$ cat src/design/spi_switch_pkg.sv
// Shared constants and types for the serial switch command and diagnosis logic.
package spi_switch_pkg;

  // Channel organisation.
  localparam int CHANNELS = 16;
  localparam int HALF = 8;
  localparam int PAR_PER_HALF = 4;
  localparam int FRAME_BITS = 16;

  // Frame bit counter.
  localparam logic [4:0] BIT_CNT_RESET = 5'h00;
  localparam logic [4:0] BIT_CNT_FULL = 5'h10;
  localparam logic [4:0] BIT_CNT_MAX = 5'h1f;

  // Control byte fields: high nibble is the function, low nibble the half.
  localparam int CTRL_MSB = 15;
  localparam int CTRL_FUNC_LSB = 12;
  localparam int CTRL_SEL_MSB = 11;
  localparam int CTRL_SEL_LSB = 8;
  localparam int DATA_MSB = 7;
  localparam logic [3:0] SEL_LOWER = 4'h0;
  localparam logic [3:0] SEL_UPPER = 4'hf;
  localparam logic [3:0] FUNC_DIAG = 4'h0;
  localparam logic [3:0] FUNC_READ = 4'hc;
  localparam logic [3:0] FUNC_ECHO = 4'ha;
  localparam logic [3:0] FUNC_OR = 4'h3;
  localparam logic [3:0] FUNC_AND = 4'hf;

  // Two-bit channel diagnosis codes.
  localparam logic [1:0] CODE_NORMAL = 2'h3;
  localparam logic [1:0] CODE_LIMIT = 2'h2;
  localparam logic [1:0] CODE_OPEN = 2'h1;
  localparam logic [1:0] CODE_SHORT_GND = 2'h0;

  // Combining modes and values after reset.
  localparam logic MODE_OR = 1'b0;
  localparam logic MODE_AND = 1'b1;
  localparam logic [1:0] MODE_RESET = 2'h0;
  localparam logic [15:0] WORD_RESET = 16'h0000;
  localparam logic SYNC_RESET = 1'b0;

  // Settling wait the host keeps between the two identical frames.
  localparam int SETTLE_TIME_US = 150;
  localparam int CLK_PERIOD_NS = 25;
  localparam int SETTLE_CYCLES = (SETTLE_TIME_US * 1000) / CLK_PERIOD_NS;

  // Command remembered from the last accepted frame.
  typedef enum logic [2:0] {
    CMD_NONE = 3'b000,
    CMD_DIAG = 3'b001,
    CMD_READ = 3'b010,
    CMD_ECHO = 3'b011,
    CMD_OR = 3'b100,
    CMD_AND = 3'b101
  } cmd_e;

  // Link state.
  typedef enum logic [0:0] {
    LINK_IDLE = 1'b0,
    LINK_FRAME = 1'b1
  } link_e;

endpackage : spi_switch_pkg

$ cat src/design/pin_sync.sv
// Two-flop synchroniser for a bundle of asynchronous pins.
`timescale 1ns/1ps
module pin_sync #(
  parameter int WIDTH = 1
) (
  // Clock and reset.
  input wire logic clk_sys,
  input wire logic resetn,
  // Asynchronous side.
  input wire logic [WIDTH-1:0] async_i,
  // Synchronised side.
  output logic [WIDTH-1:0] sync_o
);

  logic [WIDTH-1:0] meta_q;
  logic [WIDTH-1:0] meta_d;
  logic [WIDTH-1:0] stable_q;
  logic [WIDTH-1:0] stable_d;

  // The first stage feeds only the second stage.
  always_comb begin
    meta_d = async_i;
    stable_d = meta_q;
  end

  // Both stages clear to low so no false falling edge is seen before pins settle.
  always_ff @(posedge clk_sys) begin
    if (!resetn) begin
      meta_q <= {WIDTH{spi_switch_pkg::SYNC_RESET}};
      stable_q <= {WIDTH{spi_switch_pkg::SYNC_RESET}};
    end else begin
      meta_q <= meta_d;
      stable_q <= stable_d;
    end
  end

  assign sync_o = stable_q;

endmodule : pin_sync

$ cat src/design/fault_latch.sv
// Per-channel diagnosis register with half-wise clearing.
`timescale 1ns/1ps
module fault_latch #(
  parameter int CHANNELS = 16
) (
  // Clock and reset.
  input wire logic clk_sys,
  input wire logic resetn,
  // Live detector levels, one bit per channel.
  input wire logic [CHANNELS-1:0] limit_det,
  input wire logic [CHANNELS-1:0] open_det,
  input wire logic [CHANNELS-1:0] short_gnd_det,
  // One-cycle clear strobes for each half.
  input wire logic clear_lower,
  input wire logic clear_upper,
  // Latched two-bit codes, channel k at bits 2k+1:2k.
  output logic [2*CHANNELS-1:0] codes
);

  for (genvar i = 0; i < CHANNELS; i++) begin : g_chan
    logic [1:0] code_q;
    logic [1:0] code_d;
    logic clear_this;

    assign clear_this = (i < CHANNELS / 2) ? clear_lower : clear_upper;

    // A live fault wins over a clear in the same cycle, so no event is lost.
    always_comb begin
      code_d = code_q;
      if (clear_this) begin
        code_d = spi_switch_pkg::CODE_NORMAL;
      end
      if (limit_det[i]) begin
        code_d = spi_switch_pkg::CODE_LIMIT;
      end else if (short_gnd_det[i]) begin
        code_d = spi_switch_pkg::CODE_SHORT_GND;
      end else if (open_det[i]) begin
        code_d = spi_switch_pkg::CODE_OPEN;
      end
    end

    // Codes hold until read out and cleared.
    always_ff @(posedge clk_sys) begin
      if (!resetn) begin
        code_q <= spi_switch_pkg::CODE_NORMAL;
      end else begin
        code_q <= code_d;
      end
    end

    assign codes[2*i+1:2*i] = code_q;
  end

endmodule : fault_latch

$ cat src/design/spi_switch_diagnostics.sv
// Serial command, output combining and diagnosis read-out of the sixteen channel switch.
// Behaviour
// Fault flag pulls low on any channel error.
// Channel fault code latched until read out.
// New error overwrites the previous channel code.
// Serial output released while chip select high.
// Diagnosis bits shift out during a selected frame.
// Code HH means channel normal.
// Code HL means current limitation active.
// Code LH means open load.
// Code LL means short to ground.
// Host repeats frame after settling to read.
// Reading clears diagnosis at chip select fall.
// Clear only the half previously addressed.
// OR command combines inputs, requests full diagnosis.
// AND command combines inputs, requests full diagnosis.
// Response appears in the following frame.
// Diagnosis only keeps outputs, ignores data.
// Read-back returns inputs then fault bits.
// Echo loops input to output next frame.
// Serial command sets selected half's outputs.
// Low control nibble selects the half.
// OR after reset; mode latched until changed.
// Unknown word: no action, next frame zeros.
// Frame after echo returns all zeros.
// Sixteen clocks, MSB first, control byte first.
`timescale 1ns/1ps
module spi_switch_diagnostics #(
  parameter int CHANNELS = 16
) (
  // Clock and reset.
  input wire logic clk_sys,
  input wire logic resetn,
  // Serial link pins.
  input wire logic cs_n,
  input wire logic sclk,
  input wire logic si,
  output logic so_o,
  output logic so_oe,
  // Parallel inputs for channels 1 to 4 and 9 to 12.
  input wire logic [3:0] parallel_input_lower_first,
  input wire logic [3:0] parallel_input_upper_first,
  // Detector levels from the output stages.
  input wire logic [CHANNELS-1:0] limit_det,
  input wire logic [CHANNELS-1:0] open_det,
  input wire logic [CHANNELS-1:0] short_gnd_det,
  // Channel drive and open-drain fault flag.
  output logic [CHANNELS-1:0] chan_on,
  output logic fault_n_o,
  output logic fault_n_oe
);

  localparam int SYNC_W = 3 + 8 + 3 * CHANNELS;

  // Synchronised pins.
  logic [SYNC_W-1:0] sync_bus;
  logic cs_n_s;
  logic sclk_s;
  logic si_s;
  logic [7:0] par_s;
  logic [CHANNELS-1:0] lim_s;
  logic [CHANNELS-1:0] open_s;
  logic [CHANNELS-1:0] sgnd_s;
  logic [2*CHANNELS-1:0] codes;
  logic clear_lower;
  logic clear_upper;

  // State.
  spi_switch_pkg::link_e link_q, link_d;
  spi_switch_pkg::cmd_e pend_q, pend_d;
  logic pend_upper_q, pend_upper_d;
  logic cs_prev_q, cs_prev_d;
  logic sclk_prev_q, sclk_prev_d;
  logic [4:0] bit_cnt_q, bit_cnt_d;
  logic [15:0] rx_q, rx_d;
  logic [15:0] tx_q, tx_d;
  logic so_q, so_d;
  logic so_oe_q, so_oe_d;
  logic echo_q, echo_d;
  logic [1:0] mode_q, mode_d;
  logic [15:0] ser_q, ser_d;
  logic [CHANNELS-1:0] chan_q, chan_d;
  logic fault_oe_q, fault_oe_d;

  // Every pin from outside the clock domain passes two flops first.
  pin_sync #(
    .WIDTH(SYNC_W)
  ) u_sync (
    .clk_sys(clk_sys),
    .resetn(resetn),
    .async_i({cs_n, sclk, si, parallel_input_upper_first, parallel_input_lower_first,
              limit_det, open_det, short_gnd_det}),
    .sync_o(sync_bus)
  );

  assign {cs_n_s, sclk_s, si_s, par_s, lim_s, open_s, sgnd_s} = sync_bus;

  // Latched per-channel diagnosis.
  fault_latch #(
    .CHANNELS(CHANNELS)
  ) u_diag (
    .clk_sys(clk_sys),
    .resetn(resetn),
    .limit_det(lim_s),
    .open_det(open_s),
    .short_gnd_det(sgnd_s),
    .clear_lower(clear_lower),
    .clear_upper(clear_upper),
    .codes(codes)
  );

  // Maps a control byte to a command; a bad half nibble makes it unknown.
  function automatic spi_switch_pkg::cmd_e decode_cmd(input logic [7:0] ctrl);
    logic [3:0] func;
    logic [3:0] sel;
    func = ctrl[7:4];
    sel = ctrl[3:0];
    decode_cmd = spi_switch_pkg::CMD_NONE;
    if (sel == spi_switch_pkg::SEL_LOWER || sel == spi_switch_pkg::SEL_UPPER) begin
      if (func == spi_switch_pkg::FUNC_DIAG) begin
        decode_cmd = spi_switch_pkg::CMD_DIAG;
      end else if (func == spi_switch_pkg::FUNC_READ) begin
        decode_cmd = spi_switch_pkg::CMD_READ;
      end else if (func == spi_switch_pkg::FUNC_ECHO) begin
        decode_cmd = spi_switch_pkg::CMD_ECHO;
      end else if (func == spi_switch_pkg::FUNC_OR) begin
        decode_cmd = spi_switch_pkg::CMD_OR;
      end else if (func == spi_switch_pkg::FUNC_AND) begin
        decode_cmd = spi_switch_pkg::CMD_AND;
      end
    end
  endfunction : decode_cmd

  // Builds the word shifted out in the frame after a command.
  function automatic logic [15:0] build_resp(input spi_switch_pkg::cmd_e cmd,
                                             input logic upper,
                                             input logic [31:0] diag,
                                             input logic [7:0] par);
    logic [15:0] half_diag;
    logic [7:0] fbits;
    half_diag = upper ? diag[31:16] : diag[15:0];
    for (int k = 0; k < 8; k++) begin
      fbits[k] = &half_diag[2*k+:2];
    end
    build_resp = spi_switch_pkg::WORD_RESET;
    case (cmd)
      spi_switch_pkg::CMD_DIAG,
      spi_switch_pkg::CMD_OR,
      spi_switch_pkg::CMD_AND: begin
        build_resp = half_diag;
      end
      spi_switch_pkg::CMD_READ: begin
        build_resp = {par, fbits};
      end
      default: begin
        build_resp = spi_switch_pkg::WORD_RESET;
      end
    endcase
  endfunction : build_resp

  // Link, command and channel next-state logic.
  always_comb begin
    logic cs_fall;
    logic cs_rise;
    logic sclk_rise;
    logic sclk_fall;
    logic [7:0] ctrl;
    logic [7:0] data;
    logic upper;
    spi_switch_pkg::cmd_e cmd;
    cs_fall = cs_prev_q & ~cs_n_s;
    cs_rise = ~cs_prev_q & cs_n_s;
    sclk_rise = ~sclk_prev_q & sclk_s;
    sclk_fall = sclk_prev_q & ~sclk_s;
    ctrl = rx_q[spi_switch_pkg::CTRL_MSB:spi_switch_pkg::CTRL_SEL_LSB];
    data = rx_q[spi_switch_pkg::DATA_MSB:0];
    upper = (ctrl[3:0] == spi_switch_pkg::SEL_UPPER);
    cmd = decode_cmd(ctrl);
    link_d = link_q;
    pend_d = pend_q;
    pend_upper_d = pend_upper_q;
    cs_prev_d = cs_n_s;
    sclk_prev_d = sclk_s;
    bit_cnt_d = bit_cnt_q;
    rx_d = rx_q;
    tx_d = tx_q;
    so_d = so_q;
    so_oe_d = so_oe_q;
    echo_d = echo_q;
    mode_d = mode_q;
    ser_d = ser_q;
    clear_lower = 1'b0;
    clear_upper = 1'b0;
    if (cs_fall) begin
      // The answer to the previous command is frozen here, then that half is cleared.
      link_d = spi_switch_pkg::LINK_FRAME;
      bit_cnt_d = spi_switch_pkg::BIT_CNT_RESET;
      tx_d = build_resp(pend_q, pend_upper_q, codes, par_s);
      echo_d = (pend_q == spi_switch_pkg::CMD_ECHO);
      so_d = tx_d[15];
      so_oe_d = 1'b1;
      if (pend_q != spi_switch_pkg::CMD_NONE && pend_q != spi_switch_pkg::CMD_ECHO) begin
        clear_lower = ~pend_upper_q;
        clear_upper = pend_upper_q;
      end
    end else if (link_q == spi_switch_pkg::LINK_FRAME) begin
      if (sclk_rise) begin
        rx_d = {rx_q[14:0], si_s};
        if (bit_cnt_q != spi_switch_pkg::BIT_CNT_MAX) begin
          bit_cnt_d = bit_cnt_q + 5'h01;
        end
      end
      if (sclk_fall) begin
        tx_d = {tx_q[14:0], 1'b0};
        so_d = tx_q[14];
      end
      if (echo_q) begin
        so_d = si_s;
      end
      if (cs_rise) begin
        link_d = spi_switch_pkg::LINK_IDLE;
        so_oe_d = 1'b0;
        echo_d = 1'b0;
        pend_d = spi_switch_pkg::CMD_NONE;
        pend_upper_d = upper;
        // An echo frame is only looped back and never executed.
        if (!echo_q && bit_cnt_q == spi_switch_pkg::BIT_CNT_FULL) begin
          pend_d = cmd;
          if (cmd == spi_switch_pkg::CMD_OR || cmd == spi_switch_pkg::CMD_AND) begin
            mode_d[upper] = (cmd == spi_switch_pkg::CMD_AND) ? spi_switch_pkg::MODE_AND
                                                              : spi_switch_pkg::MODE_OR;
            if (upper) begin
              ser_d[15:8] = data;
            end else begin
              ser_d[7:0] = data;
            end
          end
        end
      end
    end
  end

  // Channel drive: the first four channels of each half mix in their parallel pin.
  always_comb begin
    chan_d = ser_q;
    for (int h = 0; h < 2; h++) begin
      for (int k = 0; k < spi_switch_pkg::PAR_PER_HALF; k++) begin
        if (mode_q[h] == spi_switch_pkg::MODE_AND) begin
          chan_d[h*spi_switch_pkg::HALF+k] = ser_q[h*8+k] & par_s[h*4+k];
        end else begin
          chan_d[h*spi_switch_pkg::HALF+k] = ser_q[h*8+k] | par_s[h*4+k];
        end
      end
    end
    fault_oe_d = (|lim_s) | (|open_s) | (|sgnd_s) | ~(&codes);
  end

  // All state registers.
  always_ff @(posedge clk_sys) begin
    if (!resetn) begin
      link_q <= spi_switch_pkg::LINK_IDLE;
      pend_q <= spi_switch_pkg::CMD_NONE;
      pend_upper_q <= 1'b0;
      cs_prev_q <= spi_switch_pkg::SYNC_RESET; // Matches the synchroniser: no false fall.
      sclk_prev_q <= 1'b0;
      bit_cnt_q <= spi_switch_pkg::BIT_CNT_RESET;
      rx_q <= spi_switch_pkg::WORD_RESET;
      tx_q <= spi_switch_pkg::WORD_RESET;
      so_q <= 1'b0;
      so_oe_q <= 1'b0;
      echo_q <= 1'b0;
      mode_q <= spi_switch_pkg::MODE_RESET;
      ser_q <= spi_switch_pkg::WORD_RESET;
      chan_q <= '0;
      fault_oe_q <= 1'b0;
    end else begin
      link_q <= link_d;
      pend_q <= pend_d;
      pend_upper_q <= pend_upper_d;
      cs_prev_q <= cs_prev_d;
      sclk_prev_q <= sclk_prev_d;
      bit_cnt_q <= bit_cnt_d;
      rx_q <= rx_d;
      tx_q <= tx_d;
      so_q <= so_d;
      so_oe_q <= so_oe_d;
      echo_q <= echo_d;
      mode_q <= mode_d;
      ser_q <= ser_d;
      chan_q <= chan_d;
      fault_oe_q <= fault_oe_d;
    end
  end

  // Outputs straight from flops, except fault_n_o which is tied low; the fault pin only ever drives low.
  assign so_o = so_q;
  assign so_oe = so_oe_q;
  assign chan_on = chan_q;
  assign fault_n_o = 1'b0;
  assign fault_n_oe = fault_oe_q;

endmodule : spi_switch_diagnostics

$ cat config.mk
export PLATFORM = sky130hd
export DESIGN_NAME = spi_switch_diagnostics
export DESIGN_NICKNAME = d
export VERILOG_FILES = /design/src/design/spi_switch_pkg.sv /design/src/design/pin_sync.sv /design/src/design/fault_latch.sv /design/src/design/spi_switch_diagnostics.sv
export SDC_FILE = /design/constraint.sdc
export NUM_CORES = 1
export LEC_CHECK = 0
export BUFFER_PORTS_ARGS = -buffer_cell sky130_fd_sc_hd__clkbuf_2
export CAP_MARGIN = 20
export CORE_UTILIZATION = 45
export CTS_CLUSTER_DIAMETER = 50
export CTS_CLUSTER_SIZE = 20
export DETAILED_ROUTE_END_ITERATION = 7
export GPL_ROUTABILITY_DRIVEN = 1
export SLEW_MARGIN = 10
export SYNTH_ARGS = -nofsm -noshare
export SYNTH_HDL_FRONTEND = slang
export SYNTH_SLANG_ARGS = --single-unit
$ cat constraint.sdc
create_clock -name clk_sys -period 2.1 [get_ports clk_sys]
set_input_delay 0.315 -clock clk_sys [delete_from_list [all_inputs] [get_ports clk_sys]]
set_output_delay 0.315 -clock clk_sys [all_outputs]
set_load 0.02 [all_outputs]
==> metrics, run 1 <==
status completed; leak pwr 4.27 nW; WL/cell between 10 and 15 um; CTS tree yes; share of the synthesized area in the top cell type 0.571; Yosys Warn Count 0; number of setup violations in the final report 0; Slew headroom 0.557; Syn Nets just under 900; Cells after Synth ~820; post-synthesis cell type count 43; M2 GR Usage 0.352; PwrDens 952 nW/um^2; post_cts resized 0; EDFF count, synth 0; WP data required 2550 ps; sequential area share after synthesis 0.571; root buf cell clkbuf_16; FF+latch count, synth approximately 230; RSZ-0062 raised after global routing no; io pins 81; Slew @ Worst Pin between 600 and 700 ps; max-slew violation count 0; share of cells above drive strength 1 0.152; Synth area leader dfxtp_1; Synth Flop Type dfxtp_1; fin crit period approximately 1800 ps; post-synthesis cell area approximately 8100 sq um; Max FO, Critical Path 16; post-synthesis average cell area around 9.9 sq um; Synth Area in Simple Gates 0.220; Worst Skew slightly above 20 ps; antenna violations before repair 0; gpl congestion slightly below 0.9; Max Clock Freq ~540 MHz; Die H roughly 140 um; vias in the first global route ~5800; design area about 10000 sq um; Max clock buf depth 3; Crit Path Category register to register; top cells by area, synth dfxtp_1 57%, and2_1 9.2%, mux2i_1 6.2%, nand2_1 3.8%, a211oi_1 2.6%; busiest grt layer met2; Chip Width roughly 140 um; largest family of logic cells by synthesized area simple AND/OR/NAND/NOR gates; met1 Use GR 0.235; dpl cell area 8730 sq um; cts hold-fix bufs 48; via count slightly below 6000; clock sink count 231; drt drc 0; routed wire length 17600 um; post-CTS setup buffers 0; Initial Util 0.465; fraction of registers with async set/reset 0; # port buffers between 70 and 80; Power Total ~9.6 mW; most common cell in the netlist dfxtp_1; DRT iter0 DRCs just over 300; DR vias/cell around 5.1; pin count of the biggest net entering global routing just under 50; Compound-Gate Fraction of Synth Area 0.0973; CP Launch Type register; Area Growth Syn to Fin 24.2%; first-pass GRT wire length ~29000 um; Hold Crit Class input pin to register; Fin Setup TNS 0 ps; CTS clk-pin slew, worst paths roughly 70 ps; Finished Core Util 0.578; gr usage total 0.197; GR Layer Usage met3 0.0287; die area roughly 19000 sq um; Overflow after GRT 0; Synth Area in XOR/XNOR 0.00756; maximum VDD drop 674 uV; DPL Wire Length between 10000 and 15000 um; Cell Rows 48; Pre-antenna DRT Iters 5; clock latency on the worst-skew pair 530 ps; remaining antenna violation count 0; Post-synth top cells 231 x dfxtp_1, 119 x and2_1, 82 x nand2_1; multiplexer share of the synthesized area 0.0617; H-tree depth 1; CTS buffer count 23; final critical-path share of the clock period 0.877; Final nets between 1000 and 1500; Adder-Cell Fraction of Synth Area 0.00772; max_cap viols 0; CORE AREA about 17000 sq um; n_diodes 0; CP endpoint kind register; Final Hold Vio Count 0; CP arrival around 2300 ps
## cell families (layout without fill, tap and decap cells)
kind of cell	after synthesis	after routing
adder cells (fa/ha/maj)	5	5
other	1	1
AND/OR/NAND/NOR	332	332
multiplexers	50	50
buffers and inverters	68	206
AO/OA/AOI/OAI	123	123
flip-flops	231	231
XOR/XNOR	7	7
## report_power, final
part | leakage (nW) | internal, mW | switching (mW) | total, mW
combinational | 1.96 | 0.255 | 0.213 | 0.467
clock | 0.417 | 2.46 | 1.98 | 4.45
sequential | 1.90 | 4.55 | 0.121 | 4.67
## through the flow
stage	std cells	hold WS (ps)	setup slack, ps
floorplan	817	404	343
global placement	1090	414	301
detailed placement	1090	420	158
CTS	1180	3.78	138
global route	1180	5.26	94.1
finish	1180	6.69	258
## registers in the layout, indices dropped and copies added, names as in the netlist, 2 cells and up
signal,cells
u_sync.meta_q,59
u_sync.sync_o,59
u_diag.g_chan.code_q,32
chan_on,16
rx_q,16
ser_q,16
tx_q,15
bit_cnt_q,5
pend_q,3
mode_q,2
## layout make-up
cell class / instances / area, sq um
fill: 1505 / 7350
sequential: 231 / 4620
multi-input combinational: 518 / 3210
timing repair buffer: 145 / 1030
clock buffer: 24 / 589
tap: 225 / 282
clock inverter: 18 / 265
inverter: 19 / 71.3
## metal layers
layer / share of wire / up-vias / wire [um]
li1: - / 3021 / -
met4: 0.031 / 0 / 544
met1: 0.42 / 2759 / 7460
met5: 0 / - / 0
met2: 0.50 / 158 / 8880
met3: 0.041 / 31 / 722
## placed cells by master, fill, tap and decap left out, types with 2 or more instances in the layout
master         Yosys  layout
nand3b_1          20      20
bufinv_16          0       2
a211oi_1          28      28
and3_1             5       5
clkbuf_16          0      23
xnor2_1            5       5
nand2_1           82      82
and4_1             2       2
clkbuf_2           0      78
xor2_1             2       2
a211oi_4           2       2
inv_12             0       4
o2111ai_1          2       2
nand2b_1           4       4
nor4_1            11      11
buf_4              3      18
mux2i_1           50      50
dlygate4sd3_1      0      48
o21ai_0           35      35
ha_1               5       5
inv_1             18      18
clkinv_8           0       3
nand3_1           10      10
a22oi_1            2       2
inv_8              0       2
o31ai_1           16      16
nor2_1            41      41
nand4_1           11      11
or4_1              3       3
dfxtp_1          231     231
and2_1           119     119
inv_6              0       4
nor3_1            16      16
a21oi_1           33      33
## critical path, stage by stage (launching register included)
cell and delay [ps]:
dfxtp_1 330, inv_1 60, ha_1 280, inv_2 280, and3_1 310, nand4_1 130
buf_4 210, mux2i_1 180
## path summary, 6_finish.rpt
check / endpoint / slack [ps] / from / cells past startpoint
max: ser_q[10]$_SDFFE_PN0P_ / 260 / u_sync.sync_o[58]$_SDFF_PN0_ / 7
min: u_sync.meta_q[16]$_SDFF_PN0_ / 7 / open_det[0] / 2
max reg2reg: ser_q[10]$_SDFFE_PN0P_ / 260 / u_sync.sync_o[58]$_SDFF_PN0_ / 7
min reg2reg: chan_on[6]$_SDFF_PN0_ / 430 / ser_q[6]$_SDFFE_PN0P_ / 2
Power figures use the tool's default switching activity.
==> inputs of run 2 (changes only) <==
- clock period: 2.1 -> 2.3 ns (I/O delays scaled with it)
==> metrics, run 2 (synthesis gave the netlist of run 1 again) <==
maximum VDD drop slightly above 900 uV; Chip Width ~140 um; Max clock buf depth 3; clock sink count between 200 and 250; CTS buffer count 23; PwrDens 867 nW/um^2; max_cap viols 0; Max Used Layer met4; final critical-path share of the clock period 0.835; fin crit period a little under 2000 ps; commonest cells after routing, fill and taps aside 231 x dfxtp_1, 119 x and2_1, 82 x nand2_1; routed wl met3 approximately 690 um; remaining antenna violation count 0; Fin Setup TNS 0 ps; gpl congestion 0.890; worst path cell trace inv_1 -> ha_1 -> inv_2 -> a211oi_4 -> nor3_1 -> o31ai_1; post-CTS setup buffers 0; Max FO, Critical Path 16; wl on met1 7480 um; Slowest cell on crit path a211oi_4; DR vias/cell slightly above 5; Worst Skew around 14 ps; antenna violations before repair 0; Overflow after GRT 0; most common cell after layout, fill and taps aside dfxtp_1; Max Clock Freq about 520 MHz; Cell Rows between 40 and 50; Initial Util 0.465; switching share of power 0.237; max-slew violation count 0; DPL Wire Length roughly 12000 um; CP endpoint kind register; Final Hold Vio Count 0; net switching power ~1.9 mW; CTS tree yes; CP Launch Type register; post_cts resized 0; Slew @ Worst Pin around 720 ps; internal power 6.26 mW; WP data required around 2700 ps; Area Growth Syn to Fin 16.7%; clock latency on the worst-skew pair just over 500 ps; CORE AREA between 15000 and 20000 sq um; design area between 9000 and 10000 sq um; number of setup violations in the final report 0; drt drc 0; crit-path max cell delay around 660 ps; Die H roughly 140 um; CTS clk-pin slew, worst paths 70 ps; cts hold-fix bufs 0; routed wire length between 15000 and 20000 um; n_diodes 0; Power Total approximately 8 mW; WL/cell approximately 15 um; via count 5787; placed cells between 1000 and 1500; first-pass GRT wire length about 28000 um; DRT iter0 DRCs 272; Clock power frac 0.436; H-tree depth 1; # port buffers 79; CP arrival 2350 ps; gr usage total 0.192; die area between 15000 and 20000 sq um; Crit Path Category register to register; pin count of the biggest net entering global routing 63; leak pwr around 4.0 nW; Finished Core Util 0.543; vias in the first global route about 5700; status completed; share of cells above drive strength 1 0.157; dpl cell area around 8700 sq um; sequential power share 0.519; Non-Filler Instances between 1000 and 1500; Slew headroom 0.515; Hold Crit Class input pin to register; Final nets ~960; RSZ-0062 raised after global routing no; io pins between 80 and 90; Pre-antenna DRT Iters 6; DR WL met2 around 8500 um; Comb pwr share 0.044; root buf cell clkbuf_16
[run 2: cell count changes in the layout (fill, tap and decap cells not counted), sizes merged]
cell / delta
clkinvlp: +2
bufinv: -2
clkbuf: +1
inv: -2
clkinv: +1
dlygate4sd3: -48
[run 2: critical path: cells and delay by family (launching register included)]
kind,cells,cell delay (ps)
buf+inv,2,240
fa+ha+maj,1,290
flops,1,310
simple gates,1,120
compound gates,2,880
[run 2: power groups by stage]
stage	registers [mW]	clock network, mW	logic [mW]
floorplan	4.31	0	0.245
global placement	4.35	0	0.358
detailed placement	4.35	0	0.367
CTS	4.26	3.69	0.369
global route	4.28	3.86	0.414
finish	4.26	3.58	0.364
[run 2: final timing paths]
kind | slack [ps] | depth (start not counted) | endpoint | from
worst min register to register | 430 | 1 | u_sync.sync_o[22]$_SDFF_PN0_ | u_sync.meta_q[22]$_SDFF_PN0_
worst max-delay path | 380 | 6 | u_diag.g_chan[11].code_q[0]$_SDFFE_PN1P_ | u_sync.sync_o[58]$_SDFF_PN0_
worst min-delay path | 40 | 2 | u_sync.meta_q[27]$_SDFF_PN0_ | open_det[11]
worst max register to register | 380 | 6 | u_diag.g_chan[11].code_q[0]$_SDFFE_PN1P_ | u_sync.sync_o[58]$_SDFF_PN0_
[run 2: layer usage]
layer | global-route usage | vias up
met4 | 0.0728 | 0
met5 | 0 | -
li1 | - | 2931
met3 | 0.0324 | 35
met1 | 0.229 | 2685
met2 | 0.342 | 136
[run 2: through the flow]
step                      worst slack, ps  hold WS (ps)
after floorplan                       543           404
after global placement                496           412
after detailed placement              396           415
after CTS                             397          20.1
after global routing                  236          19.7
final                                 379          35.9
[run 2: area by class of cell]
class,instances,area [sq um]
clock buffer,25,583
sequential,231,4620
multi-input combinational,518,3200
fill,1596,7950
timing repair buffer,97,546
tap,225,282
inverter,19,71.3
clock inverter,17,154
==> inputs of run 3 (changes only) <==
- clock period: 2.3 -> 2 ns (I/O delays scaled with it)
==> metrics, run 3 (synthesis gave the netlist of run 1 again) <==
status completed; DPL Wire Length around 12000 um; n_diodes 0; fin crit period about 1800 ps; RSZ-0062 raised after global routing no; CTS buffer count 23; post_cts resized 0; WP data required between 2000 and 2500 ps; DRT iter0 DRCs about 370; Fin Setup TNS 0 ps; commonest cells after routing, fill and taps aside 231 x dfxtp_1, 119 x and2_1, 82 x nand2_1; number of setup violations in the final report 0; Initial Util 0.465; H-tree depth 1; root buf cell clkbuf_16; CP arrival about 2200 ps; leak pwr between 4 and 5 nW; routed wire length between 15000 and 20000 um; Die H between 100 and 150 um; die area between 15000 and 20000 sq um; Slew @ Worst Pin 731 ps; CTS clk-pin slew, worst paths 70 ps; io pins around 80; DR vias/cell roughly 5.0; gr usage total 0.201; Hold Crit Class input pin to register; Max FO, Critical Path 5; drt drc 0; vias in the first global route 5861; clock latency on the worst-skew pair ~520 ps; via count around 6000; Max clock buf depth 3; Final Hold Vio Count 0; Chip Width around 140 um; antenna violations before repair 0; share of cells above drive strength 1 0.153; first-pass GRT wire length slightly below 30000 um; CP Launch Type register; Max Clock Freq approximately 550 MHz; CORE AREA between 15000 and 20000 sq um; dpl cell area 8770 sq um; design area 10100 sq um; CP endpoint kind register; Area Growth Syn to Fin 24.9%; Slew headroom 0.513; WL/cell between 15 and 20 um; pin count of the biggest net entering global routing 58; remaining antenna violation count 0; Cell Rows 48; most common cell after layout, fill and taps aside dfxtp_1; Worst Skew ~23 ps; maximum VDD drop roughly 630 uV; clock sink count around 230; Overflow after GRT 0; final critical-path share of the clock period 0.910; max_cap viols 0; gpl congestion between 0.8 and 0.9; CTS tree yes; Crit Path Category register to register; Pre-antenna DRT Iters 4; max-slew violation count 0; Final nets 1016; PwrDens between 900 and 1000 nW/um^2; Finished Core Util 0.581; # port buffers between 70 and 80
run 3: changes by cell type in the layout (fill, tap and decap cells not counted):
cell           before  now
clkinv_4            1    2
clkinv_8            1    4
clkbuf_1            2    0
clkinv_2            4    1
buf_4              18   22
dlygate4sd3_1       0   55
clkinvlp_4          2    1
buf_12              1    2
bufinv_16           0    1
run 3: layout make-up:
type | instances | area [sq um]
multi-input combinational | 518 | 3200
inverter | 19 | 71.3
sequential | 231 | 4620
timing repair buffer | 157 | 1150
clock inverter | 18 | 219
fill | 1515 | 7300
clock buffer | 23 | 576
tap | 225 | 282
run 3: per-layer routing:
layer,vias to the layer above,GRT usage,routed length (um)
li1,3037,-,-
met5,-,0,0
met1,2780,0.239,7810
met3,34,0.0276,578
met4,0,0.0722,481
met2,115,0.366,9060
run 3: stage by stage:
stage	setup WS [ps]	hold WS (ps)	total power [mW]	cells
3_5_place_dp	159	418	5.43	1094
4_1_cts	152	4.15	9.92	1189
5_1_grt	65.7	6.34	10.2	1191
6_report	180	15.8	9.81	1191
3_3_place_gp	198	413	5.42	1094
2_1_floorplan	243	404	5.24	817
run 3: worst max-delay path: stages, from the launching register on:
cell	delay, ps
dfxtp_1	350
ha_1	230
and3_1	190
ha_1	180
nor4bb_1	250
buf_4	190
nand4_1	120
xor2_1	150
nor2_1	50
run 3: repair_timing:
item | 4_1_cts | 5_1_grt
hold buffers | 54 | 1
setup buffers | 0 | 0
hold endpoints to repair | 54 | 1
run 3: report_power, final:
group	switching [mW]	internal [mW]	leakage, nW
Clock	2.03	2.38	0.386
Combinational	0.225	0.278	2.02
Sequential	0.129	4.77	1.90
run 3: final timing paths:
kind / startpoint / end / slack [ps] / cells after the start
worst min register to register: u_sync.meta_q[27]$_SDFF_PN0_ / u_sync.sync_o[27]$_SDFF_PN0_ / 430 / 1
worst min-delay path: short_gnd_det[5] / u_sync.meta_q[5]$_SDFF_PN0_ / 20 / 2
worst max-delay path: bit_cnt_q[0]$_SDFFE_PP0P_ / bit_cnt_q[3]$_SDFFE_PP0P_ / 180 / 8
worst max register to register: bit_cnt_q[0]$_SDFFE_PP0P_ / bit_cnt_q[3]$_SDFFE_PP0P_ / 180 / 8
